$ cat src/pll_ctrl_pkg.sv
`default_nettype none
package pll_ctrl_pkg;
  // divider widths
  localparam int REF_DIV_W = 4;
  localparam int IN_DIV_W = 14;
  localparam int FB_PRE_W = 8;
  localparam int FB_MAIN_W = 10;
  localparam int PS_W = 3;
  // stabilization timer
  localparam int STAB_TIME_US = 100;
  localparam int CLK_MHZ = 200;
  localparam int STAB_CYCLES = STAB_TIME_US * CLK_MHZ;
  localparam int STAB_W = 16;
  // calibration length in phase-detector reference edges
  localparam int CAL_REF_EDGES = 131072;
  localparam int CAL_W = 18;
  // output format codes
  localparam logic [2:0] FMT_LVDS = 3'h0;
  localparam logic [2:0] FMT_LVPECL = 3'h1;
  localparam logic [2:0] FMT_CML = 3'h2;
  localparam logic [2:0] FMT_HCSL = 3'h3;
  localparam logic [2:0] FMT_CMOS = 3'h4;
  localparam logic [2:0] FMT_OFF = 3'h7;
  localparam int NUM_OUT = 8;
  localparam int CMOS_SEL_W = 2;
  localparam int LF_SEL_W = 4;

  typedef enum logic [2:0] {
    ST_RESET = 3'h0,
    ST_LOAD = 3'h1,
    ST_STAB = 3'h2,
    ST_CAL = 3'h3,
    ST_RUN = 3'h4
  } seq_state_t;
endpackage
`default_nettype wire

$ cat src/pll_clock_control.sv
// Behaviour
// - device held in reset while power-down or reset pin is low
// - pin release or power-up reloads defaults, then calibrates
// - soft reset bit pulsed high then low recalibrates, keeping registers
// - calibration waits for timer expiry and supplies good
// - all clock outputs held in reset during calibration
// - reference divider is 4-bit counter, ratios 1 to 16
// - input divider is 14-bit counter, ratios 1 to 16384, feeds detector
// - feedback divider: 8-bit stage cascaded into 10-bit stage
// - phase detector compares input divider output with feedback, gives up/down
// - prescaler a clocks outputs 0,1,4,5 and feedback; b clocks 2,3,6,7
// - formats: lvds all, lvpecl/cml on 0-3, hcsl/cmos on 4-7
// - cmos port drives one or two in-phase single-ended signals
// - cmos slew selectable fast or reduced
// - third loop-filter pole r and c chosen by settings
`default_nettype none
module pll_clock_control (
  input wire logic mclk,
  input wire logic rst_n,
  input wire logic power_down_pin,
  input wire logic reset_pin,
  input wire logic supplies_ok,
  input wire logic soft_reset_bit,
  input wire logic primary_reference_input,
  input wire logic secondary_ref_input,
  input wire logic use_secondary,
  input wire logic vco_clk,
  input wire logic [pll_ctrl_pkg::REF_DIV_W-1:0] ref_div_set,
  input wire logic [pll_ctrl_pkg::IN_DIV_W-1:0] in_div_set,
  input wire logic [pll_ctrl_pkg::FB_PRE_W-1:0] fb_pre_set,
  input wire logic [pll_ctrl_pkg::FB_MAIN_W-1:0] fb_main_set,
  input wire logic [pll_ctrl_pkg::PS_W-1:0] ps_a_set,
  input wire logic [pll_ctrl_pkg::PS_W-1:0] ps_b_set,
  input wire logic [3*pll_ctrl_pkg::NUM_OUT-1:0] fmt_set,
  input wire logic [pll_ctrl_pkg::NUM_OUT-1:4] cmos_dual_set,
  input wire logic [pll_ctrl_pkg::NUM_OUT-1:4] cmos_slow_set,
  input wire logic [pll_ctrl_pkg::LF_SEL_W-1:0] lf_r3_set,
  input wire logic [pll_ctrl_pkg::LF_SEL_W-1:0] lf_c3_set,
  output logic load_defaults,
  output logic outputs_in_reset,
  output logic cal_active,
  output logic pump_up,
  output logic pump_down,
  output logic prescaler_a,
  output logic prescaler_b,
  output logic [pll_ctrl_pkg::NUM_OUT-1:0] div_clk_en,
  output logic [3*pll_ctrl_pkg::NUM_OUT-1:0] fmt_eff,
  output logic [pll_ctrl_pkg::NUM_OUT-1:4] cmos_comp_out,
  output logic [pll_ctrl_pkg::NUM_OUT-1:4] cmos_slew_fast,
  output logic [pll_ctrl_pkg::LF_SEL_W-1:0] lf_r3,
  output logic [pll_ctrl_pkg::LF_SEL_W-1:0] lf_c3
);
  // ---------------------------------------------------------------
  // input synchronisers
  // ---------------------------------------------------------------
  localparam int NSYNC = 7;
  logic [NSYNC-1:0] sync1_q, sync2_q;
  always_ff @(posedge mclk) begin
    if (!rst_n) begin
      sync1_q <= '0;
      sync2_q <= '0;
    end else begin
      sync1_q <= {power_down_pin, reset_pin, supplies_ok, soft_reset_bit,
                  primary_reference_input, secondary_ref_input, vco_clk};
      sync2_q <= sync1_q;
    end
  end
  logic pdn_s, rstp_s, sup_s, soft_s, pri_s, sec_s, vco_s;
  assign {pdn_s, rstp_s, sup_s, soft_s, pri_s, sec_s, vco_s} = sync2_q;

  // ---------------------------------------------------------------
  // reset sequencing
  // ---------------------------------------------------------------
  logic soft_d1_q, vco_d1_q, pri_d1_q, sec_d1_q;
  always_ff @(posedge mclk) begin
    if (!rst_n) begin
      soft_d1_q <= 1'b0;
      vco_d1_q <= 1'b0;
      pri_d1_q <= 1'b0;
      sec_d1_q <= 1'b0;
    end else begin
      soft_d1_q <= soft_s;
      vco_d1_q <= vco_s;
      pri_d1_q <= pri_s;
      sec_d1_q <= sec_s;
    end
  end
  logic pins_reset, soft_fall, vco_rise, pri_rise, sec_rise;
  assign pins_reset = !pdn_s || !rstp_s;
  assign soft_fall = soft_d1_q && !soft_s;
  assign vco_rise = vco_s && !vco_d1_q;
  assign pri_rise = pri_s && !pri_d1_q;
  assign sec_rise = sec_s && !sec_d1_q;

  pll_ctrl_pkg::seq_state_t state_q;
  logic [pll_ctrl_pkg::STAB_W-1:0] stab_q;
  logic [pll_ctrl_pkg::CAL_W-1:0] cal_q;
  logic pfd_ref_tick;

  // power-up enters reset so defaults load on the first release
  always_ff @(posedge mclk) begin
    if (!rst_n) begin
      state_q <= pll_ctrl_pkg::ST_RESET;
    end else if (pins_reset) begin
      state_q <= pll_ctrl_pkg::ST_RESET;
    end else begin
      case (state_q)
        pll_ctrl_pkg::ST_RESET: state_q <= pll_ctrl_pkg::ST_LOAD;
        pll_ctrl_pkg::ST_LOAD: state_q <= pll_ctrl_pkg::ST_STAB;
        pll_ctrl_pkg::ST_STAB: begin
          // bit held high keeps the device waiting
          if (!soft_s && stab_q == '0 && sup_s) begin
            state_q <= pll_ctrl_pkg::ST_CAL;
          end
        end
        pll_ctrl_pkg::ST_CAL: begin
          if (soft_s) begin
            state_q <= pll_ctrl_pkg::ST_STAB;
          end else if (cal_q == '0) begin
            state_q <= pll_ctrl_pkg::ST_RUN;
          end
        end
        pll_ctrl_pkg::ST_RUN: begin
          if (soft_s) begin
            state_q <= pll_ctrl_pkg::ST_STAB;
          end
        end
        default: state_q <= pll_ctrl_pkg::ST_RESET;
      endcase
    end
  end

  always_ff @(posedge mclk) begin
    if (!rst_n || state_q == pll_ctrl_pkg::ST_LOAD || soft_s || soft_fall) begin
      stab_q <= pll_ctrl_pkg::STAB_W'(pll_ctrl_pkg::STAB_CYCLES - 1);
    end else if (state_q == pll_ctrl_pkg::ST_STAB && stab_q != '0) begin
      stab_q <= stab_q - 1'b1;
    end
  end

  // calibration counts phase-detector reference edges
  always_ff @(posedge mclk) begin
    if (!rst_n || state_q != pll_ctrl_pkg::ST_CAL) begin
      cal_q <= pll_ctrl_pkg::CAL_W'(pll_ctrl_pkg::CAL_REF_EDGES - 1);
    end else if (pfd_ref_tick && cal_q != '0) begin
      cal_q <= cal_q - 1'b1;
    end
  end

  always_ff @(posedge mclk) begin
    if (!rst_n) begin
      load_defaults <= 1'b1;
      outputs_in_reset <= 1'b1;
      cal_active <= 1'b0;
    end else begin
      load_defaults <= pins_reset || state_q == pll_ctrl_pkg::ST_RESET;
      outputs_in_reset <= pins_reset ||
                          state_q != pll_ctrl_pkg::ST_RUN;
      cal_active <= !pins_reset && state_q == pll_ctrl_pkg::ST_CAL;
    end
  end

  // ---------------------------------------------------------------
  // dividers
  // ---------------------------------------------------------------
  // set value holds ratio minus one, so all-ones gives the maximum
  logic [pll_ctrl_pkg::REF_DIV_W-1:0] ref_cnt_q;
  logic [pll_ctrl_pkg::IN_DIV_W-1:0] in_cnt_q;
  logic [pll_ctrl_pkg::FB_PRE_W-1:0] fbp_cnt_q;
  logic [pll_ctrl_pkg::FB_MAIN_W-1:0] fbm_cnt_q;
  logic [pll_ctrl_pkg::PS_W-1:0] psa_cnt_q, psb_cnt_q;
  logic ref_tick, mux_tick, psa_tick, psb_tick, fbp_tick, fb_tick;
  logic div_rst;
  assign div_rst = !rst_n || state_q == pll_ctrl_pkg::ST_RESET;

  assign ref_tick = pri_rise && ref_cnt_q == '0;
  always_ff @(posedge mclk) begin
    if (div_rst) ref_cnt_q <= '0;
    else if (pri_rise) begin
      ref_cnt_q <= (ref_cnt_q == '0) ? ref_div_set : ref_cnt_q - 1'b1;
    end
  end

  assign mux_tick = use_secondary ? sec_rise : ref_tick;
  assign pfd_ref_tick = mux_tick && in_cnt_q == '0;
  always_ff @(posedge mclk) begin
    if (div_rst) in_cnt_q <= '0;
    else if (mux_tick) begin
      in_cnt_q <= (in_cnt_q == '0) ? in_div_set : in_cnt_q - 1'b1;
    end
  end

  assign psa_tick = vco_rise && psa_cnt_q == '0;
  assign psb_tick = vco_rise && psb_cnt_q == '0;
  always_ff @(posedge mclk) begin
    if (div_rst) begin
      psa_cnt_q <= '0;
      psb_cnt_q <= '0;
    end else if (vco_rise) begin
      psa_cnt_q <= (psa_cnt_q == '0) ? ps_a_set : psa_cnt_q - 1'b1;
      psb_cnt_q <= (psb_cnt_q == '0) ? ps_b_set : psb_cnt_q - 1'b1;
    end
  end

  // feedback is clocked from prescaler a only
  assign fbp_tick = psa_tick && fbp_cnt_q == '0;
  assign fb_tick = fbp_tick && fbm_cnt_q == '0;
  always_ff @(posedge mclk) begin
    if (div_rst) begin
      fbp_cnt_q <= '0;
      fbm_cnt_q <= '0;
    end else begin
      if (psa_tick) begin
        fbp_cnt_q <= (fbp_cnt_q == '0) ? fb_pre_set : fbp_cnt_q - 1'b1;
      end
      if (fbp_tick) begin
        fbm_cnt_q <= (fbm_cnt_q == '0) ? fb_main_set : fbm_cnt_q - 1'b1;
      end
    end
  end

  always_ff @(posedge mclk) begin
    if (div_rst) begin
      prescaler_a <= 1'b0;
      prescaler_b <= 1'b0;
    end else begin
      if (psa_tick) prescaler_a <= !prescaler_a;
      if (psb_tick) prescaler_b <= !prescaler_b;
    end
  end

  // ---------------------------------------------------------------
  // phase detector
  // ---------------------------------------------------------------
  // coincident edges cancel, as the analog reset path would
  always_ff @(posedge mclk) begin
    if (div_rst) begin
      pump_up <= 1'b0;
      pump_down <= 1'b0;
    end else if (pfd_ref_tick && fb_tick) begin
      pump_up <= 1'b0;
      pump_down <= 1'b0;
    end else if (pfd_ref_tick) begin
      if (pump_down) pump_down <= 1'b0;
      else pump_up <= 1'b1;
    end else if (fb_tick) begin
      if (pump_up) pump_up <= 1'b0;
      else pump_down <= 1'b1;
    end
  end

  // ---------------------------------------------------------------
  // output gating and formats
  // ---------------------------------------------------------------
  logic [pll_ctrl_pkg::NUM_OUT-1:0] fmt_ok;
  genvar g;
  generate
    for (g = 0; g < pll_ctrl_pkg::NUM_OUT; g++) begin : g_out
      logic [2:0] f;
      assign f = fmt_set[3*g +: 3];
      if (g < 4) begin : g_lo
        assign fmt_ok[g] = f == pll_ctrl_pkg::FMT_LVDS ||
          f == pll_ctrl_pkg::FMT_LVPECL || f == pll_ctrl_pkg::FMT_CML;
      end else begin : g_hi
        assign fmt_ok[g] = f == pll_ctrl_pkg::FMT_LVDS ||
          f == pll_ctrl_pkg::FMT_HCSL || f == pll_ctrl_pkg::FMT_CMOS;
      end
      always_ff @(posedge mclk) begin
        if (!rst_n) begin
          fmt_eff[3*g +: 3] <= pll_ctrl_pkg::FMT_OFF;
        end else begin
          // unsupported format parks the buffer off
          fmt_eff[3*g +: 3] <= fmt_ok[g] ? f : pll_ctrl_pkg::FMT_OFF;
        end
      end
    end
  endgenerate

  // a-prescaler domain outputs 0,1,4,5; b domain 2,3,6,7
  localparam logic [pll_ctrl_pkg::NUM_OUT-1:0] A_GROUP = 8'h33;
  always_ff @(posedge mclk) begin
    if (!rst_n || outputs_in_reset || pins_reset ||
        state_q != pll_ctrl_pkg::ST_RUN) begin
      div_clk_en <= '0;
    end else begin
      div_clk_en <= (A_GROUP & {pll_ctrl_pkg::NUM_OUT{psa_tick}}) |
                    (~A_GROUP & {pll_ctrl_pkg::NUM_OUT{psb_tick}});
    end
  end

  always_ff @(posedge mclk) begin
    if (!rst_n) begin
      cmos_comp_out <= '0;
      cmos_slew_fast <= '1;
      lf_r3 <= '0;
      lf_c3 <= '0;
    end else begin
      // set means second leg driven in phase, never inverted
      cmos_comp_out <= cmos_dual_set;
      cmos_slew_fast <= ~cmos_slow_set;
      lf_r3 <= lf_r3_set;
      lf_c3 <= lf_c3_set;
    end
  end
endmodule
`default_nettype wire

$ cat config.mk
export PLATFORM = sky130hd
export DESIGN_NAME = pll_clock_control
export DESIGN_NICKNAME = d
export VERILOG_FILES = /design/src/pll_ctrl_pkg.sv /design/src/pll_clock_control.sv
export SDC_FILE = /design/constraint.sdc
export NUM_CORES = 1
export LEC_CHECK = 0
export ABC_AREA = 1
export BUFFER_PORTS_ARGS = -buffer_cell sky130_fd_sc_hd__buf_2
export CORE_MARGIN = 2
export CORE_UTILIZATION = 25
export CTS_BUF_LIST = sky130_fd_sc_hd__clkbuf_8 sky130_fd_sc_hd__clkbuf_16
export DETAILED_ROUTE_END_ITERATION = 10
export HOLD_SLACK_MARGIN = 0.05
export PLACE_DENSITY = 0.47
export SLEW_MARGIN = 20
export SYNTH_ARGS = -nofsm -noshare
export SYNTH_HDL_FRONTEND = slang
export SYNTH_SLANG_ARGS = --single-unit
$ cat constraint.sdc
create_clock -name mclk -period 3.4 [get_ports mclk]
set_input_delay 0.17 -clock mclk [delete_from_list [all_inputs] [get_ports mclk]]
set_output_delay 0.17 -clock mclk [all_outputs]
set_load 0.01 [all_outputs]
==> metrics.yaml <==
track_usage_pct: 12.7
grt_max_degree: 30
drcViolationCount: 0
seq_area_sq_um: 2920
cts.clk_slew.worst_paths_ps: 80
viasPerCell: 4.12
cp-end-kind: "flip-flop"
htreeDepth: 4
fmax_mhz: 451
hold_slack_ps: 63.0
port_buffers: 146
worst_ep_arrival_time_ps: 2540
finalSetupViolCount: 0
reg2reg_from: "ref_cnt_q[0]$_SDFFE_PP0N_"
fin_skew_ps: 16.4
syn_inst: 1003
ant_nets: 0
place_area_sq_um: 8050
wl_per_cell_um: 11.1
gr-total-overflow: 0
dp_hpwl_mm: 12.4
clk_latency_ps: 430
fin_tns_setup_ps: 0
period_needed_ps: 2220
antenna_found_initial: 0
holdCritPathClass: "input port to flip-flop"
irDropWorstVdd_v: 0.000336
numCtsBuffers: 17
finalNonFillerCells: 1612
fin_crit_sh_pct: 65.2
diodes: 0
multi_input_area_sq_um: 3280
cts_max_path_buffers: 2
hold_viol_final: 0
wirelength_mm: 17.9
synthFlopType: "dfxtp_1"
synth_area_leaders: "dfxtp_1 42%, nand2_1 15%, inv_1 7.9%"
place_congestion: 0.791
p_per_area_nw_per_um2: 420
drv_cap: 0
area_delta_synth_final_pct: 35.1
slew_viol_final: 0
critPathMaxFanout: 21
clock_sinks: 146
syn-num-nets: 1107
core_sq_um: 27600
drtIter0Drc: 348
synth_top_area_share_pct: 42.1
yosysWarningCount: 0
fillers: 2940
ff2ff_path_depth: 7
fp-row-count: 61
startpoint: "ref_cnt_q[0]$_SDFFE_PP0N_"
initial_utilization_pct: 25.2
r2r_end: "cal_q[7]$_SDFFE_PP1P_"
die-area_sq_um: 29100
maxSlewHeadroom_pct: 48.2
grt_pass1_vias: 6397
synth_cell_type_count: 38
path_class: "flip-flop to flip-flop"
fin_util_pct: 34.1
start_kind: "flip-flop"
reg2reg_slack_ps: 1180
endpoint: "cal_q[7]$_SDFFE_PP1P_"
synth_area_per_cell_sq_um: 6.93
placedCellCount: 1507
pin_count: 147
ys_seq_elements: 146
cts_resized: 0
num-nets-final: 1325
rsz0062_at_grt: "no"
seq_area_frac_synth_pct: 42.1
grt_pass1_wl_mm: 30.0
post-cts-setup-buffer-count: 0
power.leakage_nw: 4.53
synth_largest_area_cell: "dfxtp_1"
syn_area_sq_um: 6950
async_reset_ff_share_pct: 0
tightest_slew_ps: 774
cts-root-buf: "clkbuf_16"
synth_edf_count: 0
cts_tree: "built"
drive_gt1_share_pct: 18.0
run_status: "completed"
die_w_um: 171
vias: 6638
die_y_um: 171
drtPass1Iterations: 4
required_ps: 3720
final_area_sq_um: 9390
[cell usage in the layout (no fill, tap or decap), types with 7 or more instances in the layout]
cell type,netlist,routed
a21oi_1,46,46
buf_2,5,146
clkbuf_16,0,17
dfxtp_1,146,146
dlygate4sd3_1,0,73
ha_1,12,12
inv_1,147,147
inv_2,13,13
nand2_1,280,280
nand3_1,73,73
nand3b_1,7,7
nand4_1,9,9
nor2_1,109,109
nor2_4,7,7
nor3_1,8,8
o211ai_1,17,17
o21ai_0,31,31
o21ai_1,9,9
xnor2_1,11,11
xor2_1,17,17
[state kept, by name, summed over array words and instances (netlist names), 4 cells and up]
name,cells
sync1_q,7
fbm_cnt_q,10
in_cnt_q,14
fmt_eff,24
fbp_cnt_q,8
ref_cnt_q,4
lf_r3,4
cmos_comp_out,4
stab_q,16
cal_q,18
sync2_q,7
cmos_slew_fast,4
lf_c3,4
[worst max-delay path, cell delays in order (launching register included)]
cell      delay [ps]
dfxtp_1          310
inv_1             80
ha_1             200
nand2_1          140
o21ai_2          150
buf_4            260
nand3_1          590
o211ai_1         390
[routing by layer]
metal / track usage (%) / routed length [um] / share of wire, %
met5: 0 / 0 / 0
met4: 2.49 / 126 / 0.70
met3: 4.00 / 1010 / 5.6
met2: 20.8 / 7860 / 44
met1: 16.4 / 8920 / 50
[how the worst min path moves through the flow]
stage,startpoint,to,cells after the start
after global routing,fb_main_set[6],fbm_cnt_q[6]$_SDFFE_PP0N_,3
after detailed placement,cmos_slow_set[6],cmos_slew_fast[6]$_SDFF_PN1_,2
final,ps_b_set[2],psb_cnt_q[2]$_SDFFE_PP0N_,3
after CTS,ps_b_set[2],psb_cnt_q[2]$_SDFFE_PP0N_,3
after global placement,cmos_slow_set[6],cmos_slew_fast[6]$_SDFF_PN1_,2
after floorplan,cmos_slow_set[4],cmos_slew_fast[4]$_SDFF_PN1_,1
[cells by family (layout without fill, tap and decap cells)]
group	Yosys count	count (layout)	synth area share, %
AO/OA/AOI/OAI	119	119	9.76
AND/OR/NAND/NOR	512	512	31.7
buffers and inverters	186	417	10.8
XOR/XNOR	28	28	3.53
adder cells (fa/ha/maj)	12	12	2.16
flip-flops	146	146	42.1
[synthesized netlist by cell type, drive strengths merged (7+ instances only)]
| cell type | instances |
|---|---|
| o211ai | 17 |
| clkbuf | 10 |
| dfxtp | 146 |
| inv | 160 |
| nand3 | 76 |
| nor2 | 121 |
| nand4 | 9 |
| xnor2 | 11 |
| nand3b | 7 |
| nand2 | 286 |
| ha | 12 |
| a21oi | 46 |
| xor2 | 17 |
| buf | 16 |
| o21ai | 41 |
| nor3 | 9 |
[power by group]
group,leakage [nW],switching (mW),internal [mW],total (mW)
registers,1.19,0.00968,1.74,1.75
clock network,0.298,0.916,1.00,1.92
logic,3.04,0.135,0.142,0.277
[metrics by stage]
step	setup slack (ps)	total power, mW
2_1_floorplan	1850	1.90
3_3_place_gp	1200	2.01
3_5_place_dp	1170	2.01
4_1_cts	1140	4.01
5_1_grt	871	4.13
6_report	1180	3.95
[area by class of cell]
cell class | instances | share of cell area (%)
Timing Repair Buffer | 225 | 16.0
Clock buffer | 17 | 4.53
Clock inverter | 15 | 1.96
Inverter | 160 | 6.40
Multi-Input combinational cell | 671 | 34.9
Sequential cell | 146 | 31.1
Tap cell | 378 | 5.04
[repair_timing]
action,CTS,global route
setup endpoints to repair,0,0
hold buffers,73,0
hold endpoints to repair,57,0
No activity file was read; power rests on OpenSTA's default activity.
